## config.mk

```make
export PLATFORM = sky130hd
export DESIGN_NAME = asml_alarm_logic
export DESIGN_NICKNAME = d
export VERILOG_FILES = /design/src/hdl/asml_pkg.sv /design/src/hdl/asml_sticky_flags.sv /design/src/hdl/asml_alarm_logic.sv
export VERILOG_INCLUDE_DIRS = /design/src /design/src/hdl
export SDC_FILE = /design/constraint.sdc
export NUM_CORES = 1
export LEC_CHECK = 0
export ABC_AREA = 1
export BUFFER_PORTS_ARGS = -buffer_cell sky130_fd_sc_hd__buf_2
export CORE_UTILIZATION = 45
export DETAILED_ROUTE_END_ITERATION = 10
export GPL_ROUTABILITY_DRIVEN = 0
export PLACE_DENSITY = 0.72
export SLEW_MARGIN = 40
export SYNTH_ARGS = -nofsm -noshare
export SYNTH_HDL_FRONTEND = slang
export SYNTH_SLANG_ARGS = --single-unit
```

## constraint.sdc

```tcl
create_clock -name ref_clk -period 3.6 [get_ports ref_clk]
set_input_delay 0.72 -clock ref_clk [delete_from_list [all_inputs] [get_ports ref_clk]]
set_output_delay 0.72 -clock ref_clk [all_outputs]
set_load 0.005 [all_outputs]
```

## src/hdl/asml_regs.svh

```systemverilog
// Register offsets, field positions and reset values of the alarm logic
`ifndef ASML_REGS_SVH
`define ASML_REGS_SVH

// ----------------------------------------------------------------------
// Register offsets on the configuration port
// ----------------------------------------------------------------------
`define ASML_ADDR_W 15
`define ASML_ADDR_SUMMARY 15'h2c0
`define ASML_ADDR_FLAGS 15'h2c1
`define ASML_ADDR_GATE 15'h2c2
`define ASML_ADDR_LANE 15'h2c4

// ----------------------------------------------------------------------
// Field positions shared by alarm_flags and alarm_enable_gate
// ----------------------------------------------------------------------
`define ASML_BIT_FIFO 5
`define ASML_BIT_PLL 4
`define ASML_BIT_LINK 3
`define ASML_BIT_REALIGN 2
`define ASML_BIT_CLKDIV 0
`define ASML_BIT_SUMMARY 0

// Defined alarm bits; reserved bits 7:6 and 1 are excluded
`define ASML_ALARM_BITS 8'h3d

// ----------------------------------------------------------------------
// Reset values
// ----------------------------------------------------------------------
`define ASML_RST_FLAGS 8'h3f
`define ASML_RST_GATE 8'h3f
`define ASML_RST_LANE 8'hff

`endif

```

## src/hdl/asml_pkg.sv

```systemverilog
// Types shared by the alarm status and mask logic
package asml_pkg;

    // Register selected by the configuration address
    typedef enum logic [2:0] {
        ASML_SEL_NONE = 3'b000,
        ASML_SEL_SUMMARY = 3'b001,
        ASML_SEL_FLAGS = 3'b010,
        ASML_SEL_GATE = 3'b011,
        ASML_SEL_LANE = 3'b100
    } asml_sel_t;

endpackage : asml_pkg

```

## src/hdl/asml_sticky_flags.sv

```systemverilog
// Bank of sticky write-one-to-clear flags where a set beats a clear
`timescale 1ns/10ps
module asml_sticky_flags #(
    parameter int WIDTH = 8,
    parameter logic [WIDTH-1:0] RESET_VALUE = '1
) (
    input wire logic ref_clk,
    input wire logic rst_n,
    input wire logic softReset,
    input wire logic [WIDTH-1:0] setBits,
    input wire logic [WIDTH-1:0] clearBits,
    output logic [WIDTH-1:0] flags
);

    // ------------------------------------------------------------------
    // Flag storage
    // ------------------------------------------------------------------
    logic [WIDTH-1:0] flags_reg; // Current flag state
    logic [WIDTH-1:0] flags_next; // Next flag state

    // Next state: clear first, then OR in the set so no event is lost
    always_comb begin
        if (softReset) begin
            flags_next = RESET_VALUE;
        end else begin
            flags_next = (flags_reg & ~clearBits) | setBits;
        end
    end

    // Registering only; asynchronous reset loads the constant default
    always_ff @(posedge ref_clk or negedge rst_n) begin
        if (!rst_n) begin
            flags_reg <= RESET_VALUE;
        end else begin
            flags_reg <= flags_next;
        end
    end

    assign flags = flags_reg;

endmodule : asml_sticky_flags

```

## src/hdl/asml_alarm_logic.sv

```systemverilog
// Alarm status flags, mask gate and summary alarm with register access
`timescale 1ns/10ps
`include "asml_regs.svh"

module asml_alarm_logic
    import asml_pkg::*;
#(
    parameter int LANES = 8
) (
    ref_clk,
    rst_n,
    softReset,
    regAddr,
    regWrEn,
    regWrData,
    regRdEn,
    regRdData,
    serialLinkEnable,
    linkMode64b66b,
    linkInDataState,
    linkRealignEvent,
    laneFifoFault,
    serializerPllLocked,
    sysrefRealignEvent,
    clkDivStateAB,
    clkDivStateCD,
    calStatusSelAlarm,
    calStatusOther,
    calibrationStatusPin
);
    input wire logic ref_clk; // 100 MHz digital clock
    input wire logic rst_n; // Power-on reset, active low
    input wire logic softReset; // Soft reset pulse
    input wire logic [`ASML_ADDR_W-1:0] regAddr; // Configuration port address
    input wire logic regWrEn; // Write strobe, one cycle
    input wire logic [7:0] regWrData; // Write data
    input wire logic regRdEn; // Read strobe, one cycle
    output logic [7:0] regRdData; // Read data, one cycle after strobe
    input wire logic serialLinkEnable; // Serial link enabled
    input wire logic linkMode64b66b; // High when link uses 64B/66B
    input wire logic linkInDataState; // Transmitter in its data state
    input wire logic linkRealignEvent; // FIFO or serializer realignment
    input wire logic [LANES-1:0] laneFifoFault; // Per-lane over/underflow
    input wire logic serializerPllLocked; // Serializer PLL in lock
    input wire logic sysrefRealignEvent; // SYSREF realigned internal clocks
    input wire logic [7:0] clkDivStateAB; // Divider state, channels A and B
    input wire logic [7:0] clkDivStateCD; // Divider state, channels C and D
    input wire logic calStatusSelAlarm; // Pin selection picks the alarm
    input wire logic calStatusOther; // Pin source when alarm not selected
    output logic calibrationStatusPin; // Calibration status output pin

    // ------------------------------------------------------------------
    // Address decode
    // ------------------------------------------------------------------
    function automatic asml_sel_t decodeAddr(input logic [`ASML_ADDR_W-1:0] addr);
        if (addr == `ASML_ADDR_SUMMARY) begin
            return ASML_SEL_SUMMARY;
        end else if (addr == `ASML_ADDR_FLAGS) begin
            return ASML_SEL_FLAGS;
        end else if (addr == `ASML_ADDR_GATE) begin
            return ASML_SEL_GATE;
        end else if (addr == `ASML_ADDR_LANE) begin
            return ASML_SEL_LANE;
        end else begin
            return ASML_SEL_NONE;
        end
    endfunction : decodeAddr

    asml_sel_t addrSel; // Register picked by the current address
    assign addrSel = decodeAddr(regAddr);

    // ------------------------------------------------------------------
    // Event detection
    // ------------------------------------------------------------------
    logic linkEnable_reg; // Link enable one cycle ago, for startup edge
    logic linkEnable_next;
    logic [7:0] flagSet; // Set requests into alarm_flags
    logic [7:0] flagClear; // Clear requests into alarm_flags
    logic [LANES-1:0] laneClear; // Clear requests into lane register
    logic [7:0] flags; // alarm_flags contents
    logic [LANES-1:0] laneFlags; // per_lane_fifo_fault contents
    logic linkStartup; // First cycle with the link enabled

    assign linkEnable_next = serialLinkEnable;
    assign linkStartup = serialLinkEnable && !linkEnable_reg;

    // Events from the link side are only trusted while the link runs;
    // the clock divider check is independent of the link
    // link-side flags gated
    always_comb begin
        flagSet = 8'h00;
        flagSet[`ASML_BIT_FIFO] = serialLinkEnable && (|laneFifoFault);
        flagSet[`ASML_BIT_PLL] = serialLinkEnable && !serializerPllLocked;
        if (linkMode64b66b) begin
            flagSet[`ASML_BIT_LINK] = linkStartup || (serialLinkEnable && linkRealignEvent);
        end else begin
            flagSet[`ASML_BIT_LINK] = serialLinkEnable && !linkInDataState;
        end
        flagSet[`ASML_BIT_REALIGN] = serialLinkEnable && sysrefRealignEvent;
        flagSet[`ASML_BIT_CLKDIV] = (clkDivStateAB != clkDivStateCD);
    end

    // Write-one-to-clear decode for both flag registers
    always_comb begin
        flagClear = 8'h00;
        laneClear = '0;
        if (regWrEn && addrSel == ASML_SEL_FLAGS) begin
            flagClear = regWrData & `ASML_ALARM_BITS;
        end
        if (regWrEn && addrSel == ASML_SEL_LANE) begin
            laneClear = regWrData[LANES-1:0];
        end
        if (regWrEn && addrSel == ASML_SEL_FLAGS && regWrData[`ASML_BIT_FIFO]) begin
            laneClear = '1;
        end
    end

    // ------------------------------------------------------------------
    // Flag banks
    // ------------------------------------------------------------------
    // sticky until cleared
    asml_sticky_flags #(
        .WIDTH(8),
        .RESET_VALUE(`ASML_RST_FLAGS)
    ) flagBank (
        .ref_clk(ref_clk),
        .rst_n(rst_n),
        .softReset(softReset),
        .setBits(flagSet),
        .clearBits(flagClear),
        .flags(flags)
    );

    // Per-lane detail; all ones after reset, where alarm_flags resets to 8'h3f
    asml_sticky_flags #(
        .WIDTH(LANES),
        .RESET_VALUE({LANES{1'b1}})
    ) laneBank (
        .ref_clk(ref_clk),
        .rst_n(rst_n),
        .softReset(softReset),
        .setBits(serialLinkEnable ? laneFifoFault : '0),
        .clearBits(laneClear),
        .flags(laneFlags)
    );

    // ------------------------------------------------------------------
    // Mask gate, summary and read path
    // ------------------------------------------------------------------
    logic [7:0] gate_reg; // alarm_enable_gate
    logic [7:0] gate_next;
    logic [7:0] rdData_reg; // Registered read data
    logic [7:0] rdData_next;
    logic pin_reg; // Registered status pin
    logic pin_next;
    logic alarmSummary; // Summary alarm bit

    // any unmasked flag among the defined alarm bits raises the summary
    assign alarmSummary = |(flags & ~gate_reg & `ASML_ALARM_BITS);

    // Mask is plain read/write; reserved bits are stored as written,
    // since software is expected to rewrite their defaults
    always_comb begin
        gate_next = gate_reg;
        if (softReset) begin
            gate_next = `ASML_RST_GATE;
        end else if (regWrEn && addrSel == ASML_SEL_GATE) begin
            gate_next = regWrData;
        end
    end

    // Read mux; unmapped addresses read as zero
    always_comb begin
        rdData_next = rdData_reg;
        if (regRdEn) begin
            case (addrSel)
                ASML_SEL_SUMMARY: rdData_next = {7'h00, alarmSummary};
                ASML_SEL_FLAGS: rdData_next = flags;
                ASML_SEL_GATE: rdData_next = gate_reg;
                ASML_SEL_LANE: rdData_next = 8'(laneFlags);
                default: rdData_next = 8'h00;
            endcase
        end
    end

    assign pin_next = calStatusSelAlarm ? alarmSummary : calStatusOther;

    // Registering of mask, read data, pin and link enable history
    always_ff @(posedge ref_clk or negedge rst_n) begin
        if (!rst_n) begin
            gate_reg <= `ASML_RST_GATE;
            rdData_reg <= 8'h00;
            pin_reg <= 1'b0;
            linkEnable_reg <= 1'b0;
        end else begin
            gate_reg <= gate_next;
            rdData_reg <= rdData_next;
            pin_reg <= pin_next;
            linkEnable_reg <= linkEnable_next;
        end
    end

    assign regRdData = rdData_reg;
    assign calibrationStatusPin = pin_reg;
endmodule : asml_alarm_logic

```

==> results of run 1 <==
==> cell usage in the layout, fill, tap and decap left out, types with 4 or more instances in the layout <==
cell / count
inv_1: 20
nand3_2: 9
nand3_1: 32
clkbuf_8: 6
nand2_1: 76
dfrtp_1: 12
dfstp_2: 20
a21oi_1: 19
nor2_4: 4
buf_2: 68
nor2_1: 16
inv_2: 5
nand2_2: 11
==> worst max-delay path by stage <==
stage	cells past startpoint	to	slack (ns)	from
finish	9	laneBank.flags[1]	1.91	regAddr[12]
global route	9	laneBank.flags[1]	1.77	regAddr[12]
CTS	9	laneBank.flags[1]	1.91	regAddr[12]
detailed placement	9	laneBank.flags[1]	1.62	regAddr[12]
global placement	9	laneBank.flags[6]	1.66	regAddr[12]
floorplan	8	laneBank.flags[0]	2.00	regAddr[5]
==> layer usage <==
layer	vias up	global-route usage	wire length (um)
met4	0	0.0755	39
met1	817	0.273	1980
met2	53	0.353	2000
li1	957	-	-
met3	5	0.0550	187
met5	-	0	0
==> power by group <==
| group | leakage (nW) | total (mW) | switching (mW) | internal, mW |
|---|---|---|---|---|
| Sequential | 0.373 | 0.374 | 0.00403 | 0.370 |
| Combinational | 0.948 | 0.0946 | 0.0541 | 0.0405 |
| Clock | 0.0455 | 0.278 | 0.122 | 0.156 |
==> cell families after synthesis <==
| group | Yosys count | share of synthesized area |
|---|---|---|
| and+or+nand+nor | 160 | 0.421 |
| DFF | 32 | 0.424 |
| buffers and inverters | 32 | 0.0661 |
| AOI/OAI and AO/OA | 27 | 0.0757 |
| xor gates and xnor gates | 3 | 0.0135 |
==> cells in the mapped netlist <==
cell	instances	area, sq um
buf_2	3	15.0
dfstp_2	20	526
nor2_1	16	60.1
nand2_4	2	22.5
nand2_1	76	285
inv_2	5	18.8
or2_2	1	6.26
xor2_1	2	17.5
nand3_1	32	160
and2_1	1	6.26
clkinv_2	1	5.00
o22ai_1	2	12.5
a22o_1	1	8.76
xnor2_1	1	8.76
a21oi_1	19	95.1
nor2_4	4	45.0
a21o_1	1	7.51
nor2_2	2	12.5
o21ai_1	1	5.00
nand3_4	1	17.5
nor4_1	3	18.8
nand3_2	9	90.1
inv_1	20	75.1
a221oi_1	1	8.76
buf_4	1	7.51
o21ai_0	2	10.0
clkbuf_1	2	7.51
nor3b_1	1	7.51
dfrtp_1	12	300
nand2_2	11	68.8
nor2_8	1	20.0
==> area by class of cell <==
class | instances | area (sq um)
Timing Repair Buffer | 68 | 340
Multi-Input combinational cell | 190 | 995
Clock buffer | 8 | 90.1
Inverter | 26 | 98.8
Fill cell | 395 | 1670
Sequential cell | 32 | 826
Tap cell | 50 | 62.6
==> worst reg2reg max path: stages (launching register included) <==
cell and delay [ns]:
dfstp_2 0.54, inv_1 0.04, nand2_1 0.05, o21ai_1 0.07, nor2_1 0.15, nor2_1 0.06, nor2_1 0.09, nand2_1 0.05
nand2_1 0.05, nand2_1 0.04
==> results.py, run 1 <==
metrics = {
    "status": {
        "run_status": "finished clean",
    },
    "logic_synthesis": {
        "syn-cell-area_sq_um": 1950,
        "synth.avg_cell_area_sq_um": 7.67,
        "syn_nets": 314,
        "synth.distinct_cells": 31,
        "yosysSeqAreaShare": 0.424,
        "synth-seq-cells": 32,
        "ys_warn_count": 0,
        "syn_inst": 254,
    },
    "cts": {
        "cts_tree": "yes",
        "post_cts_buffers": 0,
        "cts_root_buf": "clkbuf_8",
        "cts_sinks": 32,
        "path_clk_slew_ns": 0.06,
        "clk-insertion-delay-late_ns": 0.28,
        "cts_hold_buf": 0,
        "clk_path_buf_depth": 2,
        "htree_levels": 2,
        "cts_resized": 0,
        "numCtsBuffers": 5,
    },
    "floorplanning": {
        "start_util": 0.477,
        "core_area_sq_um": 4090,
        "fp.dieH_um": 67.8,
        "ios": 69,
        "dieArea_sq_um": 4600,
        "die_x_um": 67.8,
        "num_rows": 23,
    },
    "cells_and_area": {
        "final_area_sq_um": 2410,
        "fin_cells": 374,
        "antenna_cells": 0,
        "final_nets": 383,
        "areaGrowthSynthToFinish_pct": 23.7,
        "drive_above_1_share": 0.404,
        "post-route-util": 0.590,
    },
    "critical_path": {
        "worstPathRequired_ns": 3.81,
        "path_delay_family": "simple AND/OR/NAND/NOR gates",
        "critPathKind": "in -> reg",
        "crit_chain": "buf_2, inv_1, nand3_1, nor2_4, nand2_2, nor2_4, nand2_1, nand3_2, nand2_2",
        "cp.arrival_ns": 1.90,
        "critPathMaxFanout": 16,
        "reg2reg_from": "gate_reg[5]",
        "r2r-end": "regRdData[0]",
        "crit_buf_inv": 2,
        "cpMaxStageDelayCell": "nor2_4",
        "rrSetupSlack_ns": 2.34,
        "max_stage_delay_ns": 0.35,
        "start_kind": "input pin",
        "end_kind": "register",
        "r2r_cells": 9,
    },
    "hold_path": {
        "min_path_cells": 2,
        "min_to": "regRdData[3]",
        "worstHoldStart": "regRdData[3]",
        "hold_path_class": "reg -> reg",
    },
    "detailed_routing": {
        "post_drt_wl_per_cell_um": 11.2,
        "firstDrtPassIters": 4,
        "via_per_inst": 4.90,
        "drt_first_iter_violations": 58,
        "drc_errors": 0,
        "dr_total_vias": 1832,
        "totalWireLength_um": 4210,
        "final_antenna_net_count": 0,
    },
    "grt": {
        "grt_pass1_wl_um": 7360,
        "grt_max_degree": 33,
        "grt-ovfl-total": 0,
        "track_usage": 0.215,
        "grt_pass1_vias": 1715,
        "antenna_found_initial": 0,
    },
    "timing": {
        "tightest_slew_ns": 0.686,
        "grt_setup_unrepaired": "false",
        "setup_viol": 0,
        "fin_crit_ns": 1.69,
        "slew_violations": 0,
        "fin_skew_ns": 0.00414,
        "fmax_mhz": 591,
        "tns_ns": 0,
        "hold_viol": 0,
        "fin_ws_ns": 1.91,
        "fin_crit_sh": 0.470,
        "holdWs_ns": 0.473,
        "maxSlewHeadroom": 0.543,
    },
    "pwr": {
        "power.leakage_nw": 1.37,
        "peakVddDrop_v": 0.000233,
        "power_mw": 0.747,
        "power.density_nw_per_um2": 309,
    },
    "run": {
        "maxCapViolations": 0,
    },
    "placed_design": {
        "portBuffers": 68,
        "dpl_cell_area_sq_um": 2320,
        "dpl.hpwl_um": 3310,
        "placedCellCount": 366,
        "place_ws_ns": 1.62,
    },
}
(Power assumes the default switching activity.)
==> run 2: changes to the inputs <==
--- a/config.mk
+++ b/config.mk
@@ -11,7 +11,7 @@
 export CORE_UTILIZATION = 45
 export DETAILED_ROUTE_END_ITERATION = 10
 export GPL_ROUTABILITY_DRIVEN = 0
-export PLACE_DENSITY = 0.72
+export PLACE_DENSITY = 0.75
 export SLEW_MARGIN = 40
 export SYNTH_ARGS = -nofsm -noshare
 export SYNTH_HDL_FRONTEND = slang
==> constraint.sdc (replaced) <==
create_clock -name ref_clk -period 1.5 [get_ports ref_clk]
set_input_delay 0.3 -clock ref_clk [delete_from_list [all_inputs] [get_ports ref_clk]]
set_output_delay 0.3 -clock ref_clk [all_outputs]
set_load 0.005 [all_outputs]
==> run 2 against run 1 <==
Cell count rose by 1.1%. Critical path depth did not move. Count of clock-buffer cells in the layout fell by 2. Flip-flop and latch count did not move. Global-route usage rose by 0.18 points. Clock power rose to 2.9 times the previous value. Via count rose by 2.0%. Cell area rose by 2.0%. First-iteration DRC count rose by 12%. Critical path type is now reg -> reg.
==> results.py, run 2 (synthesis results as in run 1) <==
metrics = {
    "critical_path": {
        "cp-endpoint": "regRdData[0]",
        "startpoint": "gate_reg[5]",
        "rrSetupSlack_ns": 0.14,
        "path_delay_family": "simple AND/OR/NAND/NOR gates",
        "crit_chain": "inv_1, nand2_1, o21ai_1, nor2_1, nor2_1, nor2_1, nand2_1, nand2_1, nand2_1",
        "r2r_cells": 9,
        "crit_buf_inv": 1,
        "cp.arrival_ns": 1.54,
        "cpMaxStageDelayCell": "dfstp_2",
        "crit_cells": 9,
        "critPathKind": "reg -> reg",
        "worstPathRequired_ns": 1.67,
        "critPathMaxFanout": 3,
        "cpMostUsedCell": "nand2_1",
        "reg2reg_from": "gate_reg[5]",
        "end_kind": "register",
        "start_kind": "register",
        "r2r-end": "regRdData[0]",
        "max_stage_delay_ns": 0.55,
    },
    "cts": {
        "cts_sinks": 32,
        "path_clk_slew_ns": 0.07,
        "numCtsBuffers": 5,
        "clk-insertion-delay-late_ns": 0.28,
        "clk_path_buf_depth": 2,
        "cts_tree": "yes",
        "cts_hold_buf": 0,
        "cts_root_buf": "clkbuf_8",
        "htree_levels": 2,
        "cts_resized": 0,
        "post_cts_buffers": 0,
    },
    "detailed_routing": {
        "drc_errors": 0,
        "dr_total_vias": 1868,
        "drt_first_iter_violations": 65,
        "totalWireLength_um": 4410,
        "via_per_inst": 4.94,
        "final_antenna_net_count": 0,
        "firstDrtPassIters": 4,
        "post_drt_wl_per_cell_um": 11.7,
    },
    "timing": {
        "fin_ws_ns": 0.136,
        "grt_setup_unrepaired": "false",
        "fin_crit_sh": 0.910,
        "tns_ns": 0,
        "fin_crit_ns": 1.36,
        "setup_viol": 0,
        "maxSlewHeadroom": 0.733,
        "fin_skew_ns": 0.00437,
        "fmax_mhz": 733,
        "hold_viol": 0,
        "tightest_slew_ns": 0.400,
        "slew_violations": 0,
    },
    "grt": {
        "track_usage": 0.217,
        "grt_max_degree": 33,
        "grt_pass1_wl_um": 7450,
        "grt-ovfl-total": 0,
        "grt_pass1_vias": 1763,
        "antenna_found_initial": 0,
    },
    "floorplanning": {
        "die_x_um": 67.8,
        "fp.dieH_um": 67.8,
        "num_rows": 23,
        "start_util": 0.477,
        "dieArea_sq_um": 4600,
        "core_area_sq_um": 4090,
        "ios": 69,
    },
    "placed_design": {
        "place_ws_ns": 0.0699,
        "dpl.hpwl_um": 3460,
        "portBuffers": 68,
        "placedCellCount": 370,
    },
    "cells_and_area": {
        "final_cell_mix": "nand2_1 (76), buf_2 (68), nand3_1 (32), inv_1 (20), dfstp_2 (20)",
        "antenna_cells": 0,
        "layout_commonest_cell": "nand2_1",
        "fin_cells": 378,
        "areaGrowthSynthToFinish_pct": 26.2,
        "drive_above_1_share": 0.415,
        "final_nets": 387,
        "post-route-util": 0.602,
    },
    "run": {
        "maxCapViolations": 0,
    },
    "pwr": {
        "power.density_nw_per_um2": 788,
        "peakVddDrop_v": 0.000606,
        "power.leakage_nw": 1.40,
    },
    "status": {
        "run_status": "finished clean",
    },
    "hold_path": {
        "hold_path_class": "in -> async",
    },
}
## run 2: cell count changes in the layout (fill, tap and decap cells not counted)
cell       change
buf_4          +4
bufinv_16      +1
clkbuf_1       -1
clkbuf_8       -1
clkinv_2       +1
## run 2: layer usage
metal / up-vias / part of all wire / global-route usage
met5: - / 0 / 0
met1: 838 / 0.44 / 0.263
li1: 966 / - / -
met3: 9 / 0.053 / 0.0333
met2: 55 / 0.49 / 0.375
met4: 0 / 0.020 / 0.0990
## run 2: layout make-up
type,instances,area (sq um)
Clock inverter,2,35.0
Inverter,26,98.8
Clock buffer,6,72.6
Timing Repair Buffer,72,370
Fill cell,392,1630
Sequential cell,32,826
Multi-Input combinational cell,190,995
Tap cell,50,62.6
## run 2: power breakdown
part	internal, mW	switching (mW)
clock	0.493	0.315
combinational	0.101	0.132
sequential	0.888	0.0103
total	1.48	0.457
## run 2: worst min-delay path by stage
stage / start / to / slack [ns] / cells past startpoint
floorplan: rst_n / calibrationStatusPin / 0.004 / 0
global placement: rst_n / regRdData[7] / 0.34 / 2
detailed placement: rst_n / regRdData[1] / 0.34 / 2
CTS: rst_n / regRdData[1] / 0.03 / 2
global route: rst_n / linkEnable_reg / 0.05 / 2
finish: rst_n / regRdData[6] / 0.02 / 2
## run 2: metrics by stage
step                instance area (sq um)  hold slack (ns)  power, mW
detailed placement                   2350            0.339       1.15
finish                               2460           0.0209       1.94
CTS                                  2460           0.0322       1.96
global placement                     2350            0.336       1.14
global route                         2460           0.0505       2.03
floorplan                            1950          0.00441       1.01
